## src/pkg/srd_pkg.sv

```systemverilog
package srd_pkg;
    // Register map, byte addresses of aligned 32-bit words
    localparam logic [3:0]  REG_STATUS  = 4'h0;
    localparam logic [3:0]  REG_MASK    = 4'h4;
    localparam logic [3:0]  REG_STATE   = 4'h8;
    localparam logic [3:0]  REG_LASTB   = 4'hC;

    // Event bits in status and mask
    localparam int          EV_FRAME    = 0;
    localparam int          EV_LOS_SET  = 1;
    localparam int          EV_LOS_CLR  = 2;
    localparam int          EV_W        = 3;
    localparam logic [2:0]  MASK_RST    = 3'h0;

    // State register fields
    localparam int          ST_LOS      = 0;
    localparam int          ST_MUTE     = 1;
    localparam int          ST_SEARCH   = 2;
    localparam int          ST_RATE     = 3;
    localparam int          ST_BYPASS   = 4;

    // Framing pattern: three A1 bytes then three A2 bytes
    localparam logic [7:0]  A1_BYTE     = 8'hF6;
    localparam logic [7:0]  A2_BYTE     = 8'h28;
    localparam int          FRAME_BYTES = 3;

    // Loss-of-signal figures, in bit periods and transitions
    localparam int          LOS_ZERO_RUN = 128;
    localparam int          LOS_WINDOW   = 128;
    localparam int          LOS_MIN_TRAN = 16;

    // Bit-tick dividers of sys_clk standing in for the recovered clock
    localparam int          DIV_HI_RATE = 1;
    localparam int          DIV_LO_RATE = 4;
    localparam int          BITS_PER_BYTE = 8;
endpackage

```

## src/hw/srd_rx_deser.sv

```systemverilog
`timescale 1ns/1ps
// How it works
// - All eight output bits change together, at the parallel clock falling edge.
// - First received bit of each byte lands on output bit 7.
// - Parallel clock runs at byte rate for whichever rate is selected.
// - In bypass, bits are taken on rising edges of the external recovered clock.
// - Frame search runs only while the framer holds frame_lost_in high.
// - Frame pulse lasts one parallel clock period on each third A2 byte.
// - After the pulse, byte boundaries follow the newly found frame.
// - Loss of signal declared after 128 consecutive zero bits.
// - Loss cleared on 16 or more transitions within 128 bit sliding window.
// - With detection on, loss of signal mutes the parallel output.
// - With detection off, no loss monitoring and no loss-of-signal muting; signal detect still mutes.
// - Signal detect low forces the whole output bus to zero.
// - Parallel clock is the bit clock divided by eight and carries each byte.
// - rate_select low gives lower rate, high gives higher rate.
module srd_rx_deser
    import srd_pkg::*;
#(
    parameter int HI_DIV = DIV_HI_RATE,
    parameter int LO_DIV = DIV_LO_RATE
)
(
    input  wire logic        sys_clk,
    input  wire logic        rst_n,
    input  wire logic        rx_serial_in_p,
    input  wire logic        rx_serial_in_n,
    input  wire logic        ext_recovered_clk_p,
    input  wire logic        ext_recovered_clk_n,
    input  wire logic        recovery_bypass,
    input  wire logic        rate_select,
    input  wire logic        frame_lost_in,
    input  wire logic        signal_loss_detect_off,
    input  wire logic        module_signal_detect_n,
    output logic [7:0]       rx_par_data_out,
    output logic             rx_par_clk_out,
    output logic             frame_align_pulse,
    input  wire logic [3:0]  reg_addr,
    input  wire logic [31:0] reg_wdata,
    input  wire logic        reg_wr,
    input  wire logic        reg_rd,
    output logic [31:0]      reg_rdata,
    output logic             irq
);
    localparam int DW = $clog2(LO_DIV + HI_DIV + 1);
    localparam int NS = 9;

    initial
    begin
        if (HI_DIV < 1 || LO_DIV < HI_DIV)
            $error("srd_rx_deser: dividers must be >= 1 and LO_DIV >= HI_DIV");
    end

    // Reset release through two flops
    logic rst_s1_r;
    logic rst_sync_n;

    always_ff @(posedge sys_clk or negedge rst_n)
    begin
        if (!rst_n)
        begin
            rst_s1_r   <= 1'b0;
            rst_sync_n <= 1'b0;
        end
        else
        begin
            rst_s1_r   <= 1'b1;
            rst_sync_n <= rst_s1_r;
        end
    end

    // Pin synchronisers; stage one feeds stage two only
    logic [NS-1:0] sync1_r;
    logic [NS-1:0] sync2_r;
    logic          ext_clk_d_r;

    wire  [NS-1:0] pins = {rx_serial_in_p, rx_serial_in_n, ext_recovered_clk_p, ext_recovered_clk_n,
                           recovery_bypass, rate_select, frame_lost_in, signal_loss_detect_off,
                           module_signal_detect_n};

    always_ff @(posedge sys_clk or negedge rst_sync_n)
    begin
        if (!rst_sync_n)
        begin
            sync1_r     <= '0;
            sync2_r     <= '0;
            ext_clk_d_r <= 1'b0;
        end
        else
        begin
            sync1_r     <= pins;
            sync2_r     <= sync1_r;
            ext_clk_d_r <= sync2_r[6] & ~sync2_r[5];
        end
    end

    // Differential pairs resolved as p high and n low
    wire data_bit    = sync2_r[8] & ~sync2_r[7];
    wire ext_clk     = sync2_r[6] & ~sync2_r[5];
    wire bypass      = sync2_r[4];
    wire rate_hi     = sync2_r[3];
    wire searching   = sync2_r[2];
    wire los_off     = sync2_r[1];
    wire sig_det_n   = sync2_r[0];

    // Internal recovery stands in as a divider of sys_clk; the low rate takes more clocks per bit
    logic [DW-1:0] div_r;
    wire  [DW-1:0] div_lim  = rate_hi ? DW'(HI_DIV - 1) : DW'(LO_DIV - 1);
    wire           int_tick = (div_r >= div_lim);
    wire           ext_tick = ext_clk & ~ext_clk_d_r;
    wire           bit_tick = bypass ? ext_tick : int_tick;

    always_ff @(posedge sys_clk or negedge rst_sync_n)
    begin
        if (!rst_sync_n)
            div_r <= '0;
        else
            div_r <= int_tick ? '0 : div_r + 1'b1;
    end

    // Loss-of-signal monitor and frame detector
    logic       los;
    logic       match_raw;
    logic [7:0] det_byte;

    srd_los_mon u_los
    (
        .clk         (sys_clk),
        .rst_n       (rst_sync_n),
        .bit_tick    (bit_tick),
        .bit_val     (data_bit),
        .disable_mon (los_off),
        .los         (los)
    );

    srd_frame_det u_fdet
    (
        .clk       (sys_clk),
        .rst_n     (rst_sync_n),
        .bit_tick  (bit_tick),
        .bit_val   (data_bit),
        .match     (match_raw),
        .last_byte (det_byte)
    );

    // Byte assembly and parallel clock
    logic [2:0] bit_cnt_r;
    logic [7:0] data_r;
    logic       pclk_r;
    logic       pulse_r;
    logic       mute_r;
    logic       late_r;
    logic [7:0] late_byte_r;
    logic       late_hit_r;
    logic       late_mute_r;

    wire        frame_hit = match_raw & searching;
    wire        byte_end  = bit_tick & ((bit_cnt_r == 3'(BITS_PER_BYTE - 1)) | frame_hit);
    wire        mute_now  = ~sig_det_n | (~los_off & los);
    wire [2:0]  bit_cnt_nxt = byte_end ? 3'h0 : bit_cnt_r + 3'h1;

    // A forced boundary may land while the clock is still low; that byte is then held
    // one cycle behind a short high pulse, so every bus change still sits on a fall
    wire        early_end = byte_end & ~pclk_r;
    wire        load_now  = (byte_end & pclk_r) | late_r;
    wire [7:0]  load_byte = late_r ? late_byte_r : det_byte;
    wire        load_hit  = late_r ? late_hit_r : frame_hit;
    wire        load_mute = late_r ? late_mute_r : mute_now;

    always_ff @(posedge sys_clk or negedge rst_sync_n)
    begin
        if (!rst_sync_n)
            bit_cnt_r <= 3'h0;
        else if (bit_tick)
            bit_cnt_r <= bit_cnt_nxt;
    end

    // Low for the first half byte, high for the second: divide by eight
    always_ff @(posedge sys_clk or negedge rst_sync_n)
    begin
        if (!rst_sync_n)
            pclk_r <= 1'b0;
        else if (late_r)
            pclk_r <= 1'b0;
        else if (byte_end)
            pclk_r <= ~pclk_r;
        else if (bit_tick && (bit_cnt_nxt == 3'(BITS_PER_BYTE / 2)))
            pclk_r <= 1'b1;
    end

    // Holds what an early boundary found until the delayed fall
    always_ff @(posedge sys_clk or negedge rst_sync_n)
    begin
        if (!rst_sync_n)
        begin
            late_r      <= 1'b0;
            late_byte_r <= 8'h00;
            late_hit_r  <= 1'b0;
            late_mute_r <= 1'b0;
        end
        else
        begin
            late_r <= early_end;
            if (early_end)
            begin
                late_byte_r <= det_byte;
                late_hit_r  <= frame_hit;
                late_mute_r <= mute_now;
            end
        end
    end

    // Data, mute and pulse all move at the falling edge, so a byte never tears
    always_ff @(posedge sys_clk or negedge rst_sync_n)
    begin
        if (!rst_sync_n)
        begin
            data_r <= 8'h00;
            mute_r <= 1'b0;
        end
        else if (load_now)
        begin
            data_r <= load_mute ? 8'h00 : load_byte;
            mute_r <= load_mute;
        end
    end

    always_ff @(posedge sys_clk or negedge rst_sync_n)
    begin
        if (!rst_sync_n)
            pulse_r <= 1'b0;
        else if (load_now)
            pulse_r <= load_hit;
    end

    assign rx_par_data_out   = data_r;
    assign rx_par_clk_out    = pclk_r;
    assign frame_align_pulse = pulse_r;

    // Event capture; a frame pulse counts once, on its first cycle
    logic                los_d_r;
    logic [EV_W-1:0]     status_r;
    logic [EV_W-1:0]     mask_r;
    logic [31:0]         rdata_r;

    wire  [EV_W-1:0]     events;
    assign events[EV_FRAME]   = byte_end & frame_hit;
    assign events[EV_LOS_SET] = los & ~los_d_r;
    assign events[EV_LOS_CLR] = ~los & los_d_r;

    wire                 wr_status = reg_wr & (reg_addr == REG_STATUS);
    wire                 wr_mask   = reg_wr & (reg_addr == REG_MASK);
    wire  [EV_W-1:0]     w1c       = wr_status ? reg_wdata[EV_W-1:0] : '0;
    // Set beats clear when both land in one cycle
    wire  [EV_W-1:0]     status_nxt = (status_r & ~w1c) | events;

    wire  [4:0]          state_bits;
    assign state_bits[ST_LOS]    = los;
    assign state_bits[ST_MUTE]   = mute_r;
    assign state_bits[ST_SEARCH] = searching;
    assign state_bits[ST_RATE]   = rate_hi;
    assign state_bits[ST_BYPASS] = bypass;

    wire  [31:0]         rd_mux = (reg_addr == REG_STATUS) ? {29'h0, status_r} :
                                  (reg_addr == REG_MASK)   ? {29'h0, mask_r}   :
                                  (reg_addr == REG_STATE)  ? {27'h0, state_bits} :
                                  (reg_addr == REG_LASTB)  ? {24'h0, data_r}   : 32'h0;

    always_ff @(posedge sys_clk or negedge rst_sync_n)
    begin
        if (!rst_sync_n)
        begin
            los_d_r  <= 1'b0;
            status_r <= '0;
            mask_r   <= MASK_RST;
            rdata_r  <= 32'h0;
        end
        else
        begin
            los_d_r  <= los;
            status_r <= status_nxt;
            if (wr_mask)
                mask_r <= reg_wdata[EV_W-1:0];
            rdata_r  <= reg_rd ? rd_mux : 32'h0;
        end
    end

    assign reg_rdata = rdata_r;
    assign irq       = |(status_r & mask_r);
endmodule

```

## src/hw/srd_los_mon.sv

```systemverilog
`timescale 1ns/1ps
module srd_los_mon
    import srd_pkg::*;
#(
    parameter int ZERO_RUN = LOS_ZERO_RUN,
    parameter int WINDOW   = LOS_WINDOW,
    parameter int MIN_TRAN = LOS_MIN_TRAN
)
(
    input  wire logic clk,
    input  wire logic rst_n,
    input  wire logic bit_tick,
    input  wire logic bit_val,
    input  wire logic disable_mon,
    output logic      los
);
    localparam int CW = $clog2(WINDOW + 1);

    initial
    begin
        if (MIN_TRAN > WINDOW || ZERO_RUN < 1)
            $error("srd_los_mon: bad window or run length");
    end

    logic [CW-1:0]     zeros_r;
    logic [CW-1:0]     trans_r;
    logic [WINDOW-1:0] hist_r;
    logic              prev_r;
    logic              los_r;

    wire               edge_now  = bit_val ^ prev_r;
    wire               edge_old  = hist_r[WINDOW-1];
    wire [CW-1:0]      trans_nxt = trans_r + CW'(edge_now) - CW'(edge_old);
    wire [CW-1:0]      zeros_nxt = bit_val ? '0 :
                                   ((zeros_r == CW'(ZERO_RUN)) ? zeros_r : zeros_r + 1'b1);

    always_ff @(posedge clk or negedge rst_n)
    begin
        if (!rst_n)
        begin
            zeros_r <= '0;
            trans_r <= '0;
            hist_r  <= '0;
            prev_r  <= 1'b0;
            los_r   <= 1'b0;
        end
        else if (bit_tick)
        begin
            prev_r  <= bit_val;
            hist_r  <= {hist_r[WINDOW-2:0], edge_now};
            trans_r <= trans_nxt;
            zeros_r <= zeros_nxt;
            if (disable_mon)
                los_r <= 1'b0;
            else if (zeros_nxt == CW'(ZERO_RUN))
                los_r <= 1'b1;
            else if (trans_nxt >= CW'(MIN_TRAN))
                los_r <= 1'b0;
        end
    end

    assign los = los_r;
endmodule

```

## src/hw/srd_frame_det.sv

```systemverilog
`timescale 1ns/1ps
module srd_frame_det
    import srd_pkg::*;
#(
    parameter int NBYTES = FRAME_BYTES
)
(
    input  wire logic clk,
    input  wire logic rst_n,
    input  wire logic bit_tick,
    input  wire logic bit_val,
    output logic      match,
    output logic [7:0] last_byte
);
    localparam int W = 16 * NBYTES;

    initial
    begin
        if (NBYTES < 1)
            $error("srd_frame_det: need at least one framing byte");
    end

    function automatic logic [W-1:0] pattern();
        logic [W-1:0] p;
        p = '0;
        for (int i = 0; i < NBYTES; i++)
        begin
            p = {p[W-9:0], A1_BYTE};
        end
        for (int i = 0; i < NBYTES; i++)
        begin
            p = {p[W-9:0], A2_BYTE};
        end
        return p;
    endfunction

    logic [W-1:0] shift_r;

    // Earliest bit ends up in the top position of each byte
    wire  [W-1:0] shift_nxt = {shift_r[W-2:0], bit_val};

    always_ff @(posedge clk or negedge rst_n)
    begin
        if (!rst_n)
            shift_r <= '0;
        else if (bit_tick)
            shift_r <= shift_nxt;
    end

    // Compared at every bit, so any bit offset is found
    assign match     = bit_tick && (shift_nxt == pattern());
    assign last_byte = shift_nxt[7:0];
endmodule

```

## config.mk

```make
export PLATFORM = sky130hd
export DESIGN_NAME = srd_rx_deser
export DESIGN_NICKNAME = d
export VERILOG_FILES = /design/src/pkg/srd_pkg.sv /design/src/hw/srd_rx_deser.sv /design/src/hw/srd_los_mon.sv /design/src/hw/srd_frame_det.sv
export SDC_FILE = /design/constraint.sdc
export NUM_CORES = 1
export LEC_CHECK = 0
export ABC_AREA = 1
export BUFFER_PORTS_ARGS = -buffer_cell sky130_fd_sc_hd__buf_2
export CORE_MARGIN = 1.5
export CORE_UTILIZATION = 60
export CTS_BUF_LIST = sky130_fd_sc_hd__clkbuf_4 sky130_fd_sc_hd__clkbuf_8
export CTS_CLUSTER_DIAMETER = 120
export CTS_CLUSTER_SIZE = 20
export DETAILED_ROUTE_END_ITERATION = 7
export GPL_TIMING_DRIVEN = 0
export PLACE_DENSITY = 0.8
export SETUP_SLACK_MARGIN = 0.02
export SYNTH_ARGS = -nofsm -noshare
export SYNTH_HDL_FRONTEND = slang
export SYNTH_SLANG_ARGS = --single-unit
```

## constraint.sdc

```tcl
create_clock -name sys_clk -period 17.5 [get_ports sys_clk]
set_clock_uncertainty 0.1 [all_clocks]
set_input_delay 3.5 -clock sys_clk [delete_from_list [all_inputs] [get_ports sys_clk]]
set_output_delay 3.5 -clock sys_clk [all_outputs]
set_load 0.01 [all_outputs]
```

==> impl_metrics.json <==
{
  "outcome": "finished clean",
  "dr.pass1.iters": 5,
  "avgSynthCellArea_um2": 9.11,
  "cp-startpoint": "mask_r[0]",
  "cts_tree": "done",
  "clkLatencyLatePin_ps": 520,
  "place_inst": 1455,
  "crit_required_ps": 13900,
  "hp-class": "reg -> async",
  "antenna_cells": 0,
  "fp-row-count": 48,
  "max_slew.worst_pin.slew_ps": 597,
  "finalHoldViolCount": 0,
  "ys_ff_latch": 256,
  "grt_pass1_wl_um": 35100,
  "cts.sinks": 256,
  "synth-edff-count": 0,
  "cpPeakStageDelay_ps": 420,
  "coreArea_mm2": 0.0173,
  "clkSlewWorstSetupHoldPaths_ps": 120,
  "yosys.area.top_type": "dfrtp_1",
  "reg2reg_depth": 12,
  "ir_drop_mv": 0.0800,
  "power_leakage_nw": 5.61,
  "crit_fanout": 3,
  "vias": 7749,
  "post-route-min-period_ps": 4830,
  "gp_congestion": 0.876,
  "drt-total-wl_um": 20100,
  "syn2layout_area_growth_pct": 8.89,
  "r2r_slack_ps": 14470,
  "synthesis.area_mm2": 0.0106,
  "arrival_ps": 1230,
  "rsz0062_at_grt": "no",
  "yosys-top-cells-count": "nand2_1, dfrtp_1, o21ai_0, inv_1, nor2_1",
  "cap_viol_max_count": 0,
  "ys.flop_type": "dfrtp_1",
  "cts_setup_buffers": 0,
  "start_util_pct": 61.3,
  "critPathCaptureType": "primary output",
  "final-instance-count-excl-fill": 1474,
  "worst_setup_path_start_kind": "flop",
  "drtAntennaViolNets": 0,
  "drtIter0Drc": 455,
  "cp_slowest_cell": "dfrtp_1",
  "dieArea_mm2": 0.0185,
  "viasPerCell": 5.26,
  "final_max_slew_viol_count": 0,
  "synth_top_cell_area_share_pct": 60.4,
  "dieHeight_um": 136,
  "dp_hpwl_um": 13800,
  "drc": 0,
  "ys_seq_area_share_pct": 60.4,
  "finalNetCount": 1314,
  "drive_above_1_share_pct": 10.2,
  "grt_use_total_pct": 23.2,
  "critPathBufInv": 1,
  "fp.dieW_um": 136,
  "cts_buffer_depth": 3,
  "async_flop_share_pct": 100,
  "clock.fmax_mhz": 207,
  "antenna_found_initial": 0,
  "fin_tns_setup_ps": 0,
  "synth_cells": 1165,
  "cpLargestDelayFamily": "flip-flops",
  "post-route-period-util_pct": 27.6,
  "worstSetupPathType": "reg -> out",
  "pin_count": 92,
  "htreeDepth": 1,
  "grt_pass1_vias": 7617,
  "root_buffer": "clkbuf_8",
  "worstPathCellList": "nand2_1, nand3_1, buf_2",
  "synth_area_leaders": "dfrtp_1, nand2_1, o21ai_0, inv_1, buf_4",
  "numCtsBuffers": 16,
  "avgRoutedWirePerCell_um": 13.6,
  "yosysMostFrequentCell": "nand2_1",
  "cts_hold_buf": 0,
  "cts_resized": 0,
  "pwr_density_cell_mw_per_mm2": 118,
  "timing.rr.start": "sync2_r[7]",
  "setup_viol": 0,
  "synthDistinctLibCells": 34,
  "overflow": 0,
  "slew_headroom_pct": 59.9,
  "io_buffers": 38,
  "grt_max_degree": 71,
  "ys_warn_count": 0,
  "timing.rr.end": "u_los.los"
}
power breakdown:
group / leakage [nW] / internal [mW] / switching (mW) / total, mW
Combinational: 2.00 / 0.127 / 0.254 / 0.380
Clock: 0.141 / 0.106 / 0.171 / 0.277
Sequential: 3.47 / 0.664 / 0.0466 / 0.711
how the worst max path moves through the flow:
| stage | endpoint | slack (ps) | cells past startpoint |
|---|---|---|---|
| 4_1_cts | irq | 12650 | 3 |
| 6_report | irq | 12670 | 3 |
| 3_3_place_gp | reg_rdata[2] | 7260 | 0 |
| 5_1_grt | irq | 12620 | 3 |
| 3_5_place_dp | mask_r[1] | 12830 | 7 |
| 2_1_floorplan | bit_cnt_r[0] | 9740 | 0 |
cell type report:
type	instances	area [um2]
buffer	72	430
clock buffer	18	241
clock inverter	1	30.0
fill	1376	5740
inverter	149	559
multi-input combinational	711	3300
sequential	256	6410
tap	225	282
timing repair buffer	42	300
layout by cell type (no fill, tap or decap), drive strengths merged:
master	instances
nor3	4
nand3	43
conb	25
ha	16
nor2	50
xor2	3
a21oi	12
buf	96
inv	147
o21ai	209
clkbuf	36
nand2	320
nand3b	3
nand4	5
a31oi	1
and2	2
o21a	1
fa	1
clkinv	2
dfrtp	256
or2	1
nor3b	1
a211oi	8
a311oi	3
a21boi	2
bufinv	1
a211o	1
per-layer routing:
| metal | GRT usage, % | wire, um | up-vias |
|---|---|---|---|
| li1 | - | - | 3770 |
| met1 | 32.2 | 9070 | 3754 |
| met2 | 38.9 | 9680 | 179 |
| met3 | 2.76 | 803 | 46 |
| met4 | 7.15 | 515 | 0 |
| met5 | 0 | 0 | - |
through the flow:
step | hold WS, ps | utilization (%) | instance area [um2] | worst slack [ps] | total power [mW]
6_report | 255 | 66.8 | 11600 | 12670 | 1.37
5_1_grt | 276 | 66.8 | 11600 | 12620 | 1.46
4_1_cts | 270 | 66.8 | 11600 | 12650 | 1.38
3_5_place_dp | 238 | 65.2 | 11300 | 12830 | 1.10
3_3_place_gp | 231 | 64.6 | 11200 | 7260 | 1.08
2_1_floorplan | 231 | - | 10700 | 9740 | 0.987
registers in the layout (all words and copies together) (netlist names), 3 cells and up:
| name | cells |
|---|---|
| bit_cnt_r | 3 |
| div_r | 3 |
| late_byte_r | 8 |
| mask_r | 3 |
| reg_rdata | 8 |
| rx_par_data_out | 8 |
| status_r | 3 |
| sync1_r | 9 |
| sync2_r | 9 |
| u_fdet.shift_r | 47 |
| u_los.hist_r | 128 |
| u_los.trans_r | 8 |
| u_los.zeros_r | 8 |
worst reg2reg max path: cells and delay by family (launching register included):
kind	cells	cell delay [ps]
flip-flops	1	380
adder cells (fa/ha/maj)	3	1120
AND/OR/NAND/NOR	7	860
buffers and inverters	1	370
AO/OA/AOI/OAI	1	130
cells by family after synthesis:
group	share of synthesized area [%]
buffers and inverters	9.33
and+or+nand+nor	16.3
xor gates and xnor gates	0.248
adders and majority gates	2.08
AOI/OAI and AO/OA	11.6
other	0.0708
DFF	60.4
(Power assumes the default switching activity.)
